**src/rtl/pcm_pkg.sv**
```systemverilog
// constants, types and reset image for the per-port phy configuration map
// assumes a single clock domain and 32-bit axi4-lite register access
package pcm_pkg;

  ////////////////////////////////////////////////////////////////////////////
  // sizes
  localparam int NPORT   = 4;
  localparam int NREG    = 8;
  localparam int AXI_AW  = 12;

  ////////////////////////////////////////////////////////////////////////////
  // register slots inside one port bank
  localparam logic [2:0] IDX_LINK   = 3'h0;
  localparam logic [2:0] IDX_PHYP2  = 3'h1;
  localparam logic [2:0] IDX_PHYCTL = 3'h2;
  localparam logic [2:0] IDX_DCNT   = 3'h3;
  localparam logic [2:0] IDX_PHYP3  = 3'h4;
  localparam logic [2:0] IDX_PML1   = 3'h5;
  localparam logic [2:0] IDX_DEEMPH = 3'h6;
  localparam logic [2:0] IDX_LTSSM  = 3'h7;

  // byte offsets inside a port window; port number sits in address [11:10]
  localparam logic [9:0] OFS_LINK   = 10'h078;
  localparam logic [9:0] OFS_PHYP2  = 10'h07c;
  localparam logic [9:0] OFS_PHYCTL = 10'h080;
  localparam logic [9:0] OFS_DCNT   = 10'h08c;
  localparam logic [9:0] OFS_PHYP3  = 10'h090;
  localparam logic [9:0] OFS_PML1   = 10'h098;
  localparam logic [9:0] OFS_DEEMPH = 10'h0f0;
  localparam logic [9:0] OFS_LTSSM  = 10'h33c;
  localparam logic [9:0] OFS_STATUS = 10'h3fc;

  ////////////////////////////////////////////////////////////////////////////
  // memory word addresses (first port of each group)
  localparam logic [7:0] WADR_LINK0   = 8'h20;
  localparam logic [7:0] WADR_LTSSM0  = 8'h28;
  localparam logic [7:0] WADR_PHYP2_0 = 8'h30;
  localparam logic [7:0] WADR_PHYCTL0 = 8'h38;
  localparam logic [7:0] WADR_MIXED0  = 8'h40;

  ////////////////////////////////////////////////////////////////////////////
  // field positions in the target registers
  localparam int POS_LTSSM    = 0;
  localparam int POS_L1_ALL   = 24;
  localparam int POS_L1_OFF   = 25;
  localparam int POS_CLKREQ   = 26;
  localparam int POS_P2HI     = 16;
  localparam int POS_P2LO     = 8;
  localparam int POS_PHYCTL   = 0;
  localparam int POS_P3       = 0;
  localparam int POS_DEEMPH   = 6;
  localparam int POS_CMPL_DET = 11;
  localparam int POS_DCNT     = 8;
  localparam int POS_SPEED_EN = 14;

  localparam logic [31:0] MSK_LTSSM    = 32'h0000_00ff;
  localparam logic [31:0] MSK_PML1     = 32'h0f00_0000;
  localparam logic [31:0] MSK_P2HI     = 32'h7fff_0000;
  localparam logic [31:0] MSK_PHYCTL   = 32'h0000_ffff;
  localparam logic [31:0] MSK_P2LO     = 32'h0000_1f00;
  localparam logic [31:0] MSK_P3       = 32'h0000_007f;
  localparam logic [31:0] MSK_DEEMPH   = 32'h0000_0040;
  localparam logic [31:0] MSK_CMPL_DET = 32'h0000_0800;
  localparam logic [31:0] MSK_DCNT     = 32'h0000_0300;
  localparam logic [31:0] MSK_SPEED_EN = 32'h0000_4000;

  ////////////////////////////////////////////////////////////////////////////
  // reset values: registers start as if the default words were loaded
  localparam logic [31:0] RST_LTSSM    = 32'h0000_0004;
  localparam logic [31:0] RST_PHYP2_01 = 32'h0010_1d00;
  localparam logic [31:0] RST_PHYP2_23 = 32'h0010_0000;
  localparam logic [31:0] RST_DEEMPH_1 = 32'h0000_0040;
  localparam logic [31:0] RST_ZERO     = 32'h0000_0000;

  localparam logic [1:0] RESP_OKAY   = 2'h0;
  localparam logic [1:0] RESP_SLVERR = 2'h2;

  ////////////////////////////////////////////////////////////////////////////
  // carriers
  typedef struct packed {
    logic        valid;
    logic [7:0]  addr;
    logic [15:0] data;
  } pcm_word_t;

  typedef logic [NREG-1:0][31:0] pcm_bank_t;
  typedef pcm_bank_t [NPORT-1:0] pcm_cfg_t;

  typedef struct packed {
    logic       hit;
    logic [2:0] idx;
  } pcm_dec_t;

  ////////////////////////////////////////////////////////////////////////////
  function automatic pcm_bank_t pcm_reset_bank(input int port);
    pcm_bank_t b;
    b = '0;
    b[IDX_LTSSM]  = RST_LTSSM;
    b[IDX_PHYP2]  = (port < 2) ? RST_PHYP2_01 : RST_PHYP2_23;
    b[IDX_DEEMPH] = (port == 1) ? RST_DEEMPH_1 : RST_ZERO;
    return b;
  endfunction : pcm_reset_bank

  localparam pcm_cfg_t RST_CFG = {pcm_reset_bank(3), pcm_reset_bank(2),
                                  pcm_reset_bank(1), pcm_reset_bank(0)};

  // offset to bank slot, shared by the read and write paths
  function automatic pcm_dec_t pcm_decode(input logic [9:0] ofs);
    pcm_dec_t d;
    d.hit = 1'b1;
    d.idx = IDX_LINK;
    case ({ofs[9:2], 2'h0})
      OFS_LINK:   d.idx = IDX_LINK;
      OFS_PHYP2:  d.idx = IDX_PHYP2;
      OFS_PHYCTL: d.idx = IDX_PHYCTL;
      OFS_DCNT:   d.idx = IDX_DCNT;
      OFS_PHYP3:  d.idx = IDX_PHYP3;
      OFS_PML1:   d.idx = IDX_PML1;
      OFS_DEEMPH: d.idx = IDX_DEEMPH;
      OFS_LTSSM:  d.idx = IDX_LTSSM;
      default:    d.hit = 1'b0;
    endcase
    return d;
  endfunction : pcm_decode

  function automatic logic [31:0] pcm_strb_mask(input logic [3:0] strb);
    logic [31:0] m;
    for (int i = 0; i < 4; i++)
    begin
      m[i*8 +: 8] = {8{strb[i]}};
    end
    return m;
  endfunction : pcm_strb_mask

endpackage : pcm_pkg

```
**src/rtl/pcm_word_map.sv**
```systemverilog
// scatter of one configuration memory word into per-register masks/values
// assumes the word arrives already read and checked by the memory reader
`timescale 1ns/1ns
module pcm_word_map
  import pcm_pkg::*;
(
  // incoming word
  input  pcm_pkg::pcm_word_t word,
  // scatter result
  output logic               hit,
  output logic [1:0]         port,
  output pcm_pkg::pcm_bank_t mask,
  output pcm_pkg::pcm_bank_t value
);

  always_comb
  begin
    hit   = 1'b0;
    port  = word.addr[2:1];
    mask  = '0;
    value = '0;
    // odd addresses are not word starts and are dropped
    if (word.valid && !word.addr[0])
    begin
      case (word.addr[7:3])
        WADR_LINK0[7:3]:
        begin
          hit = 1'b1;
          mask[IDX_LINK] = MSK_SPEED_EN;
          value[IDX_LINK][POS_SPEED_EN] = word.data[15];
        end
        WADR_LTSSM0[7:3]:
        begin
          hit = 1'b1;
          mask[IDX_LTSSM] = MSK_LTSSM;
          value[IDX_LTSSM][POS_LTSSM +: 8] = word.data[7:0];
          mask[IDX_PML1] = MSK_PML1;
          value[IDX_PML1][POS_L1_ALL] = word.data[12];
          value[IDX_PML1][POS_L1_OFF] = word.data[13];
          value[IDX_PML1][POS_CLKREQ +: 2] = word.data[15:14];
        end
        WADR_PHYP2_0[7:3]:
        begin
          hit = 1'b1;
          mask[IDX_PHYP2] = MSK_P2HI;
          value[IDX_PHYP2][POS_P2HI +: 15] = word.data[14:0];
        end
        WADR_PHYCTL0[7:3]:
        begin
          hit = 1'b1;
          mask[IDX_PHYCTL] = MSK_PHYCTL;
          value[IDX_PHYCTL][POS_PHYCTL +: 16] = word.data;
        end
        WADR_MIXED0[7:3]:
        begin
          // only ports 0 and 1 have a mixed word in this range
          if (!word.addr[2])
          begin
            hit = 1'b1;
            mask[IDX_PHYP2] = MSK_P2LO;
            value[IDX_PHYP2][POS_P2LO +: 5] = word.data[4:0];
            mask[IDX_PHYP3] = MSK_P3;
            value[IDX_PHYP3][POS_P3 +: 7] = word.data[11:5];
            mask[IDX_DEEMPH] = MSK_DEEMPH;
            value[IDX_DEEMPH][POS_DEEMPH] = word.data[12];
            mask[IDX_LINK] = MSK_CMPL_DET;
            value[IDX_LINK][POS_CMPL_DET] = word.data[13];
            mask[IDX_DCNT] = MSK_DCNT;
            value[IDX_DCNT][POS_DCNT +: 2] = word.data[15:14];
          end
        end
        default: ;
      endcase
    end
  end

endmodule : pcm_word_map

```
**src/rtl/pcm_loader.sv**
```systemverilog
// per-port phy configuration registers, loaded from memory words and axi
// assumes memory words arrive as single-cycle strobes on aclk
`timescale 1ns/1ns

// Contract
// - ltssm word low byte to 33ch bits 7:0
// - link word bit 12 to 98h bit 24
// - link word bit 13 to 98h bit 25
// - link word bits 15:14 to 98h 27:26
// - words 30h-36h bits 14:0 to 7ch 30:16
// - words 38h-3eh all bits to 80h 15:0
// - mixed word bits 4:0 to 7ch 12:8
// - mixed word bits 11:5 to 90h 6:0
// - mixed word bit 12 to f0h bit 6
// - mixed word bit 13 to 78h bit 11
// - mixed word bits 15:14 to 8ch 9:8
// - mixed defaults 001dh port0, 101dh port1
// - prior link word bit 15 to 78h 14
module pcm_loader
  import pcm_pkg::*;
(
  // clock and reset
  input  wire logic                    aclk,
  input  wire logic                    aresetn,
  // axi4-lite write address and data
  input  wire logic [pcm_pkg::AXI_AW-1:0] s_awaddr,
  input  wire logic                    s_awvalid,
  output logic                         s_awready,
  input  wire logic [31:0]             s_wdata,
  input  wire logic [3:0]              s_wstrb,
  input  wire logic                    s_wvalid,
  output logic                         s_wready,
  // axi4-lite write response
  output logic [1:0]                   s_bresp,
  output logic                         s_bvalid,
  input  wire logic                    s_bready,
  // axi4-lite read
  input  wire logic [pcm_pkg::AXI_AW-1:0] s_araddr,
  input  wire logic                    s_arvalid,
  output logic                         s_arready,
  output logic [31:0]                  s_rdata,
  output logic [1:0]                   s_rresp,
  output logic                         s_rvalid,
  input  wire logic                    s_rready,
  // memory word strobe
  input  wire pcm_pkg::pcm_word_t      rom_word,
  // configuration out to the ports
  output pcm_pkg::pcm_cfg_t            port_cfg
);
  import pcm_pkg::*;

  ////////////////////////////////////////////////////////////////////////////
  // state
  pcm_cfg_t            cfg_reg;
  pcm_cfg_t            cfg_next;
  logic                awready_reg;
  logic                wready_reg;
  logic                bvalid_reg;
  logic [1:0]          bresp_reg;
  logic                arready_reg;
  logic                rvalid_reg;
  logic [1:0]          rresp_reg;
  logic [31:0]         rdata_reg;
  logic                aw_held_reg;
  logic                w_held_reg;
  logic [AXI_AW-1:0]   waddr_reg;
  logic [31:0]         wdata_reg;
  logic [3:0]          wstrb_reg;
  logic [15:0]         word_cnt_reg;
  logic [7:0]          last_addr_reg;

  logic                aw_hs;
  logic                w_hs;
  logic                ar_hs;
  logic                wr_fire;
  logic                aw_held_next;
  logic                w_held_next;
  logic                bvalid_next;
  logic                rvalid_next;
  pcm_dec_t            wr_dec;
  pcm_dec_t            rd_dec;
  logic [1:0]          wr_port;
  logic [1:0]          rd_port;
  logic [31:0]         smask;
  logic                map_hit;
  logic [1:0]          map_port;
  pcm_bank_t           map_mask;
  pcm_bank_t           map_value;

  ////////////////////////////////////////////////////////////////////////////
  // word scatter
  pcm_word_map u_map (
    .word  (rom_word),
    .hit   (map_hit),
    .port  (map_port),
    .mask  (map_mask),
    .value (map_value)
  );

  ////////////////////////////////////////////////////////////////////////////
  // write channel handshakes
  assign aw_hs   = s_awvalid && awready_reg;
  assign w_hs    = s_wvalid && wready_reg;
  assign wr_fire = aw_held_reg && w_held_reg && !bvalid_reg;
  assign wr_dec  = pcm_decode(waddr_reg[9:0]);
  assign wr_port = waddr_reg[11:10];
  assign smask   = pcm_strb_mask(wstrb_reg);

  always_comb
  begin
    aw_held_next = (aw_held_reg || aw_hs) && !wr_fire;
    w_held_next  = (w_held_reg || w_hs) && !wr_fire;
    bvalid_next  = wr_fire || (bvalid_reg && !s_bready);
  end

  // address and data are taken in either order; response after both
  always_ff @(posedge aclk)
  begin
    if (!aresetn)
    begin
      aw_held_reg <= 1'b0;
      w_held_reg  <= 1'b0;
      awready_reg <= 1'b0;
      wready_reg  <= 1'b0;
      bvalid_reg  <= 1'b0;
      bresp_reg   <= RESP_OKAY;
      waddr_reg   <= '0;
      wdata_reg   <= '0;
      wstrb_reg   <= '0;
    end
    else
    begin
      aw_held_reg <= aw_held_next;
      w_held_reg  <= w_held_next;
      awready_reg <= !aw_held_next && !bvalid_next;
      wready_reg  <= !w_held_next && !bvalid_next;
      bvalid_reg  <= bvalid_next;
      if (aw_hs)
        waddr_reg <= s_awaddr;
      if (w_hs)
      begin
        wdata_reg <= s_wdata;
        wstrb_reg <= s_wstrb;
      end
      // status word is read-only but writing it is harmless
      if (wr_fire)
        bresp_reg <= (wr_dec.hit || waddr_reg[9:2] == OFS_STATUS[9:2])
                     ? RESP_OKAY : RESP_SLVERR;
    end
  end

  ////////////////////////////////////////////////////////////////////////////
  // register banks: loader bits win over a software write in the same cycle
  always_comb
  begin
    cfg_next = cfg_reg;
    for (int p = 0; p < NPORT; p++)
    begin
      for (int r = 0; r < NREG; r++)
      begin
        if (wr_fire && wr_dec.hit && wr_port == 2'(p) && wr_dec.idx == 3'(r))
          cfg_next[p][r] = (cfg_next[p][r] & ~smask) | (wdata_reg & smask);
        if (map_hit && map_port == 2'(p))
          cfg_next[p][r] = (cfg_next[p][r] & ~map_mask[r])
                         | (map_value[r] & map_mask[r]);
      end
    end
  end

  // reset image holds the default words, so unloaded bits keep it
  always_ff @(posedge aclk)
  begin
    if (!aresetn)
      cfg_reg <= RST_CFG;
    else
      cfg_reg <= cfg_next;
  end

  assign port_cfg = cfg_reg;

  ////////////////////////////////////////////////////////////////////////////
  // load status: words taken and the last one seen
  always_ff @(posedge aclk)
  begin
    if (!aresetn)
    begin
      word_cnt_reg  <= '0;
      last_addr_reg <= '0;
    end
    else if (map_hit)
    begin
      word_cnt_reg  <= word_cnt_reg + 16'h0001;
      last_addr_reg <= rom_word.addr;
    end
  end

  ////////////////////////////////////////////////////////////////////////////
  // read channel: one read in flight, answer on the next cycle
  assign ar_hs   = s_arvalid && arready_reg;
  assign rd_dec  = pcm_decode(s_araddr[9:0]);
  assign rd_port = s_araddr[11:10];
  assign rvalid_next = ar_hs || (rvalid_reg && !s_rready);

  always_ff @(posedge aclk)
  begin
    if (!aresetn)
    begin
      arready_reg <= 1'b0;
      rvalid_reg  <= 1'b0;
      rresp_reg   <= RESP_OKAY;
      rdata_reg   <= '0;
    end
    else
    begin
      arready_reg <= !rvalid_next;
      rvalid_reg  <= rvalid_next;
      if (ar_hs)
      begin
        if (rd_dec.hit)
        begin
          rdata_reg <= cfg_reg[rd_port][rd_dec.idx];
          rresp_reg <= RESP_OKAY;
        end
        else if (s_araddr[9:2] == OFS_STATUS[9:2])
        begin
          rdata_reg <= {8'h00, last_addr_reg, word_cnt_reg};
          rresp_reg <= RESP_OKAY;
        end
        else
        begin
          rdata_reg <= '0;
          rresp_reg <= RESP_SLVERR;
        end
      end
    end
  end

  assign s_awready = awready_reg;
  assign s_wready  = wready_reg;
  assign s_bvalid  = bvalid_reg;
  assign s_bresp   = bresp_reg;
  assign s_arready = arready_reg;
  assign s_rvalid  = rvalid_reg;
  assign s_rdata   = rdata_reg;
  assign s_rresp   = rresp_reg;

  ////////////////////////////////////////////////////////////////////////////
  // checks
  a_ltssm_copy:
  assert property (@(posedge aclk) disable iff (!aresetn)
    rom_word.valid && rom_word.addr == 8'h2a |=>
      cfg_reg[1][IDX_LTSSM][7:0] == $past(rom_word.data[7:0]))
  else $error("ltssm byte not copied to port 1");

  a_l1_all_bit:
  assert property (@(posedge aclk) disable iff (!aresetn)
    rom_word.valid && rom_word.addr == 8'h2c |=>
      cfg_reg[2][IDX_PML1][24] == $past(rom_word.data[12]))
  else $error("l1 apply-all bit wrong on port 2");

  a_l1_off_bit:
  assert property (@(posedge aclk) disable iff (!aresetn)
    rom_word.valid && rom_word.addr == 8'h2e ##1 1'b1 |->
      cfg_reg[3][IDX_PML1][25] == $past(rom_word.data[13]))
  else $error("l1 entry-off bit wrong on port 3");

  a_clkreq_field:
  assert property (@(posedge aclk) disable iff (!aresetn)
    rom_word.valid && rom_word.addr == 8'h28 |=>
      cfg_reg[0][IDX_PML1][27:26] == $past(rom_word.data[15:14]))
  else $error("clock request field wrong on port 0");

  a_phyp2_high:
  assert property (@(posedge aclk) disable iff (!aresetn)
    rom_word.valid && rom_word.addr == 8'h32 |=>
      cfg_reg[1][IDX_PHYP2][30:16] == $past(rom_word.data[14:0]))
  else $error("phy parameter 2 high field wrong on port 1");

  a_phyctl_load:
  assert property (@(posedge aclk) disable iff (!aresetn)
    rom_word.valid && rom_word.addr == 8'h3e |=>
      cfg_reg[3][IDX_PHYCTL][15:0] == $past(rom_word.data))
  else $error("phy control word wrong on port 3");

  a_mixed_scatter:
  assert property (@(posedge aclk) disable iff (!aresetn)
    rom_word.valid && rom_word.addr == 8'h40 |=>
      cfg_reg[0][IDX_PHYP2][12:8] == $past(rom_word.data[4:0]) &&
      cfg_reg[0][IDX_PHYP3][6:0] == $past(rom_word.data[11:5]) &&
      cfg_reg[0][IDX_DEEMPH][6] == $past(rom_word.data[12]) &&
      cfg_reg[0][IDX_LINK][11] == $past(rom_word.data[13]) &&
      cfg_reg[0][IDX_DCNT][9:8] == $past(rom_word.data[15:14]))
  else $error("mixed word scatter wrong on port 0");

  a_mixed_default:
  assert property (@(posedge aclk) disable iff (!aresetn)
    $past(aresetn) == 1'b0 |->
      cfg_reg[1][IDX_DEEMPH][6] && !cfg_reg[0][IDX_DEEMPH][6] &&
      cfg_reg[0][IDX_PHYP2][12:8] == 5'h1d &&
      cfg_reg[1][IDX_PHYP2][12:8] == 5'h1d)
  else $error("mixed word defaults not applied");

  a_speed_enable:
  assert property (@(posedge aclk) disable iff (!aresetn)
    rom_word.valid && rom_word.addr == 8'h24 |=>
      cfg_reg[2][IDX_LINK][14] == $past(rom_word.data[15]))
  else $error("speed change enable wrong on port 2");

  a_port_isolate:
  assert property (@(posedge aclk) disable iff (!aresetn)
    rom_word.valid && rom_word.addr == 8'h28 && !wr_fire |=>
      $stable(cfg_reg[1]) && $stable(cfg_reg[2]) && $stable(cfg_reg[3]))
  else $error("load touched another port");

endmodule : pcm_loader

```
**config.mk**
```make
export PLATFORM = sky130hd
export DESIGN_NAME = pcm_loader
export DESIGN_NICKNAME = d
export VERILOG_FILES = /design/src/rtl/pcm_pkg.sv /design/src/rtl/pcm_word_map.sv /design/src/rtl/pcm_loader.sv
export SDC_FILE = /design/constraint.sdc
export NUM_CORES = 2
export LEC_CHECK = 0
export ABC_AREA = 1
export BUFFER_PORTS_ARGS = -buffer_cell sky130_fd_sc_hd__buf_2
export CAP_MARGIN = 25
export CORE_AREA = 2 2 446 448
export DETAILED_ROUTE_END_ITERATION = 8
export DIE_AREA = 0 0 448 450
export GPL_TIMING_DRIVEN = 1
export PLACE_DENSITY_LB_ADDON = 0.05
export SLEW_MARGIN = 25
export SYNTH_ARGS = -nofsm -noshare
export SYNTH_HDL_FRONTEND = slang
export SYNTH_SLANG_ARGS = --single-unit
```
**constraint.sdc**
```tcl
create_clock -name aclk -period 2.85 [get_ports aclk]
set_clock_uncertainty 0.1 [all_clocks]
set_input_delay 0.285 -clock aclk [delete_from_list [all_inputs] [get_ports aclk]]
set_output_delay 0.285 -clock aclk [all_outputs]
set_load 0.1 [all_outputs]
```
==> impl_results.md <==
- Dpl hpwl: roughly 270,000 µm
- Total number of vias: 64,265
- Setup WS post-layout: 0.106 ns
- Pin count of the biggest net entering global routing: 118
- Die W: between 400 and 500 µm
- Post-synthesis sequential area ratio: 42.1%
- Cts bufs inserted: between 100 and 150
- Internal power: 27.6 mW
- Total core area: 197,000 µm²
- Routed wl met2: 169,000 µm
- Yosys cell types: 41
- TritonCTS clock tree: yes
- Adder-Cell Fraction of Synth Area: 0.0232%
- FP Rows: 163
- Vias/cell: 5.27
- Post-route ant nets: 0
- Mapped Area: 54,000 µm²
- Simple-Gate Fraction of Synth Area: 26.4%
- Syn Inst Count: roughly 8,200
- WL met3: 22,300 µm
- First-pass GRT wire length: 488,000 µm
- Sw Share: approximately 28%
- Arrival time at the worst endpoint: 3.32 ns
- DIE HEIGHT: 450 µm
- Sequential power share: around two fifths
- Worst-path clk slew: 0.05 ns
- Hold Vio Cnt, Final: 0
- CTS H-tree lvls: 4
- Finish-stage setup viols: 0
- Fmax: 364 MHz
- Slew @ Worst Pin: 1.00 ns
- 1st-iter DRT viols: 6,212
- Lkg Pwr: 29.8 nW
- Post-synthesis area per instance: approximately 6.6 µm²
- # port buffers: 1,150
- Slowest CP cell: dlygate4sd3_1
- Tot GR Track Use: 34.1%
- Cell Chain, Critical Path: dlygate4sd3_1 > buf_2 > nand3b_1 > dlygate4sd3_1 > nor2_2 > inv_2 > nand2_1 > nand3_1 > nor2_1 > inv_1 > o21ai_0 > a21oi_1
- Final net count: 9,537
- Top Ports: around 1,200
- Drt wl/cell: between 20 and 30 µm
- Clock latency on the worst-skew pair: 0.83 ns
- Root Driver: clkbuf_16
- Post-synthesis register bit count: 1,135
- NetSw: around 11 mW
- PD cells: between 500 and 600 nW/µm²
- Clk sink count: about 1,100
- Buffer depth of the longest clock path: 3
- Share of layout cells above drive strength 1: between 20% and 30%
- Pre-CTS setup slack: -0.498 ns
- Vias in the first global route: 59,121
- Crit-path most repeated cell: dlygate4sd3_1
- Initial antenna violation count: 12
- Largest family of logic cells by synthesized area: simple AND/OR/NAND/NOR gates
- DRT met1 WL: 143,000 µm
- Starting Density: 27.5%
- Die area: 202,000 µm²
- Fin crit period: 2.74 ns
- DRT Pass-1 Iters: 6
- Fin. max-slew vios: 0
- Worst Hold Class: in2reg
- Crit path max fanout: 13
- Yosys warning total: 0
- Synth Area in Compound Gates: 23.2%
- RePlAce Congestion: 0.927
- Max-cap viol count: 0
- Slew HR: 32.5%
- Grt total ovfl: 0
- Outcome: completed
- Data required, critical path: between 3 and 4 ns
- DR top layer: met5
- Final Total Pwr: 38.5 mW
- Clock power frac: 48.1%
- Fin util: 36.1%
- Final wirelength: 361,000 µm
- Logic pwr share: 9.9%
- Period utilization: 96.3%
- RSZ-0062 raised after global routing: false
- Maximum vdd drop: 0.565 mV
- Post-synthesis xor/xnor area fraction: less than 1%
- Critical Path Sink Type: flip-flop
- Slowest cell delay on critical path: 0.57 ns
- Layout area overhead: 31.5%
- Post-route DRC: 0
- Multiplexer share of the synthesized area: 0%
- Worst Path Class, Setup: in2reg
- Worst Setup Start Kind: primary input
[cell families after synthesis]
| kind of cell | count (synthesis) |
|---|---|
| AO/OA/AOI/OAI | 2456 |
| XOR/XNOR | 3 |
| adder cells (fa/ha/maj) | 1 |
| AND/OR/NAND/NOR | 3458 |
| buffers and inverters | 1157 |
| other | 1 |
| flip-flops | 1135 |
[through the flow]
step	hold WS (ns)	cells	cell area, µm²	TNS (ns)
final	0.0839	12191	71000	0
after global routing	0.0919	12189	71000	0
after detailed placement	0.331	11844	65300	-11.11
after global placement	0.330	11844	65300	-10.26
after floorplan	0.299	8212	54000	0
after CTS	0.0429	12171	70800	0
[power groups by stage]
stage	sequential [mW]	combinational (mW)	clock (mW)
floorplan	16.6	1.73	0
global placement	16.5	3.70	0
detailed placement	16.5	3.70	0
CTS	16.2	3.79	18.8
global route	16.2	4.00	19.4
finish	16.2	3.81	18.5
[critical path: cells and delay by family]
family | cells | cell delay (ns)
buffers and inverters | 5 | 1.66
and+or+nand+nor | 5 | 1.05
AOI/OAI and AO/OA | 2 | 0.32
[cells in the mapped netlist]
master / count / share of area, %
nor3_4: 3 / 0.090
buf_4: 6 / 0.083
nor4_1: 6 / 0.070
nor2_1: 683 / 4.7
conb_1: 1 / 0.0069
nor2_2: 37 / 0.43
clkinv_1: 9 / 0.063
o21a_1: 3 / 0.042
o22a_1: 8 / 0.13
nand3_1: 537 / 5.0
nor2_4: 27 / 0.56
nor3b_1: 1 / 0.014
buf_1: 52 / 0.36
nand2_1: 2106 / 15
buf_2: 55 / 0.51
buf_6: 1 / 0.021
nor3_2: 3 / 0.056
or2_1: 1 / 0.012
o211ai_1: 26 / 0.36
xor2_1: 3 / 0.049
nand2_2: 5 / 0.058
clkbuf_1: 495 / 3.4
nand3_4: 8 / 0.26
a31oi_1: 2 / 0.023
o22ai_1: 123 / 1.4
and2_1: 1 / 0.012
o21ai_1: 21 / 0.19
nand2b_1: 1 / 0.012
o41ai_1: 1 / 0.016
nor2b_1: 1 / 0.012
nand3_2: 3 / 0.056
o21ai_0: 988 / 9.2
ha_1: 1 / 0.023
inv_2: 31 / 0.22
a21oi_1: 1284 / 12
buf_12: 1 / 0.037
nand4_1: 14 / 0.16
inv_1: 507 / 3.5
nor3_1: 20 / 0.19
nand3b_1: 1 / 0.014
dfxtp_1: 1135 / 42
[routing by layer]
metal	global-route usage (%)	up-vias
met5	0	-
met4	21.6	8
met3	5.10	613
met2	56.3	2724
met1	41.4	31364
li1	-	29556
[layout make-up]
class | count | area (µm²)
clock buffer | 216 | 4340
tap | 2640 | 3300
clock inverter | 34 | 312
timing repair buffer | 1694 | 11200
sequential | 1135 | 22700
antenna | 5 | 12.5
inverter | 547 | 2090
fill | 21678 | 126000
multi-input combinational | 5920 | 27000
[path summary, 6_finish.rpt]
check                                        end             start  cells after the start  slack [ns]
worst min-delay path                    s_rvalid         s_arvalid                      5        0.08
worst min register to register  last_addr_reg[0]  last_addr_reg[0]                      2        0.34
worst max register to register         flip-flop      waddr_reg[7]                     13        0.12
worst max-delay path               port_cfg[839]      rom_word[21]                     12        0.11
[what timing repair did]
action	in CTS	in global routing
pin swaps	2	6
setup endpoints to repair	82	456
setup buffers	3	15
resized for setup	8	24
hold buffers	74	0
endpoints found under the hold margin	247	0
[placed cells by master (no fill, tap or decap), drive strengths merged]
master	netlist	layout
ha	1	1
nand3b	1	1
o22a	8	8
inv	538	539
o21a	3	3
nor2	747	747
xor2	3	3
or2	1	1
dfxtp	1135	1135
bufinv	0	2
clkinvlp	0	5
diode	0	5
nor4	6	6
a21oi	1284	1284
nand2b	1	1
nor3	26	26
conb	1	2
nor3b	1	1
o22ai	123	123
o21ai	1009	1009
and2	1	1
a31oi	2	2
nor2b	1	1
clkinv	9	35
nand2	2111	2111
nand4	14	14
clkbuf	495	217
buf	115	1619
o41ai	1	1
nand3	548	548
o211ai	26	26
dlygate4sd3	0	74
Power figures use the tool's default switching activity.
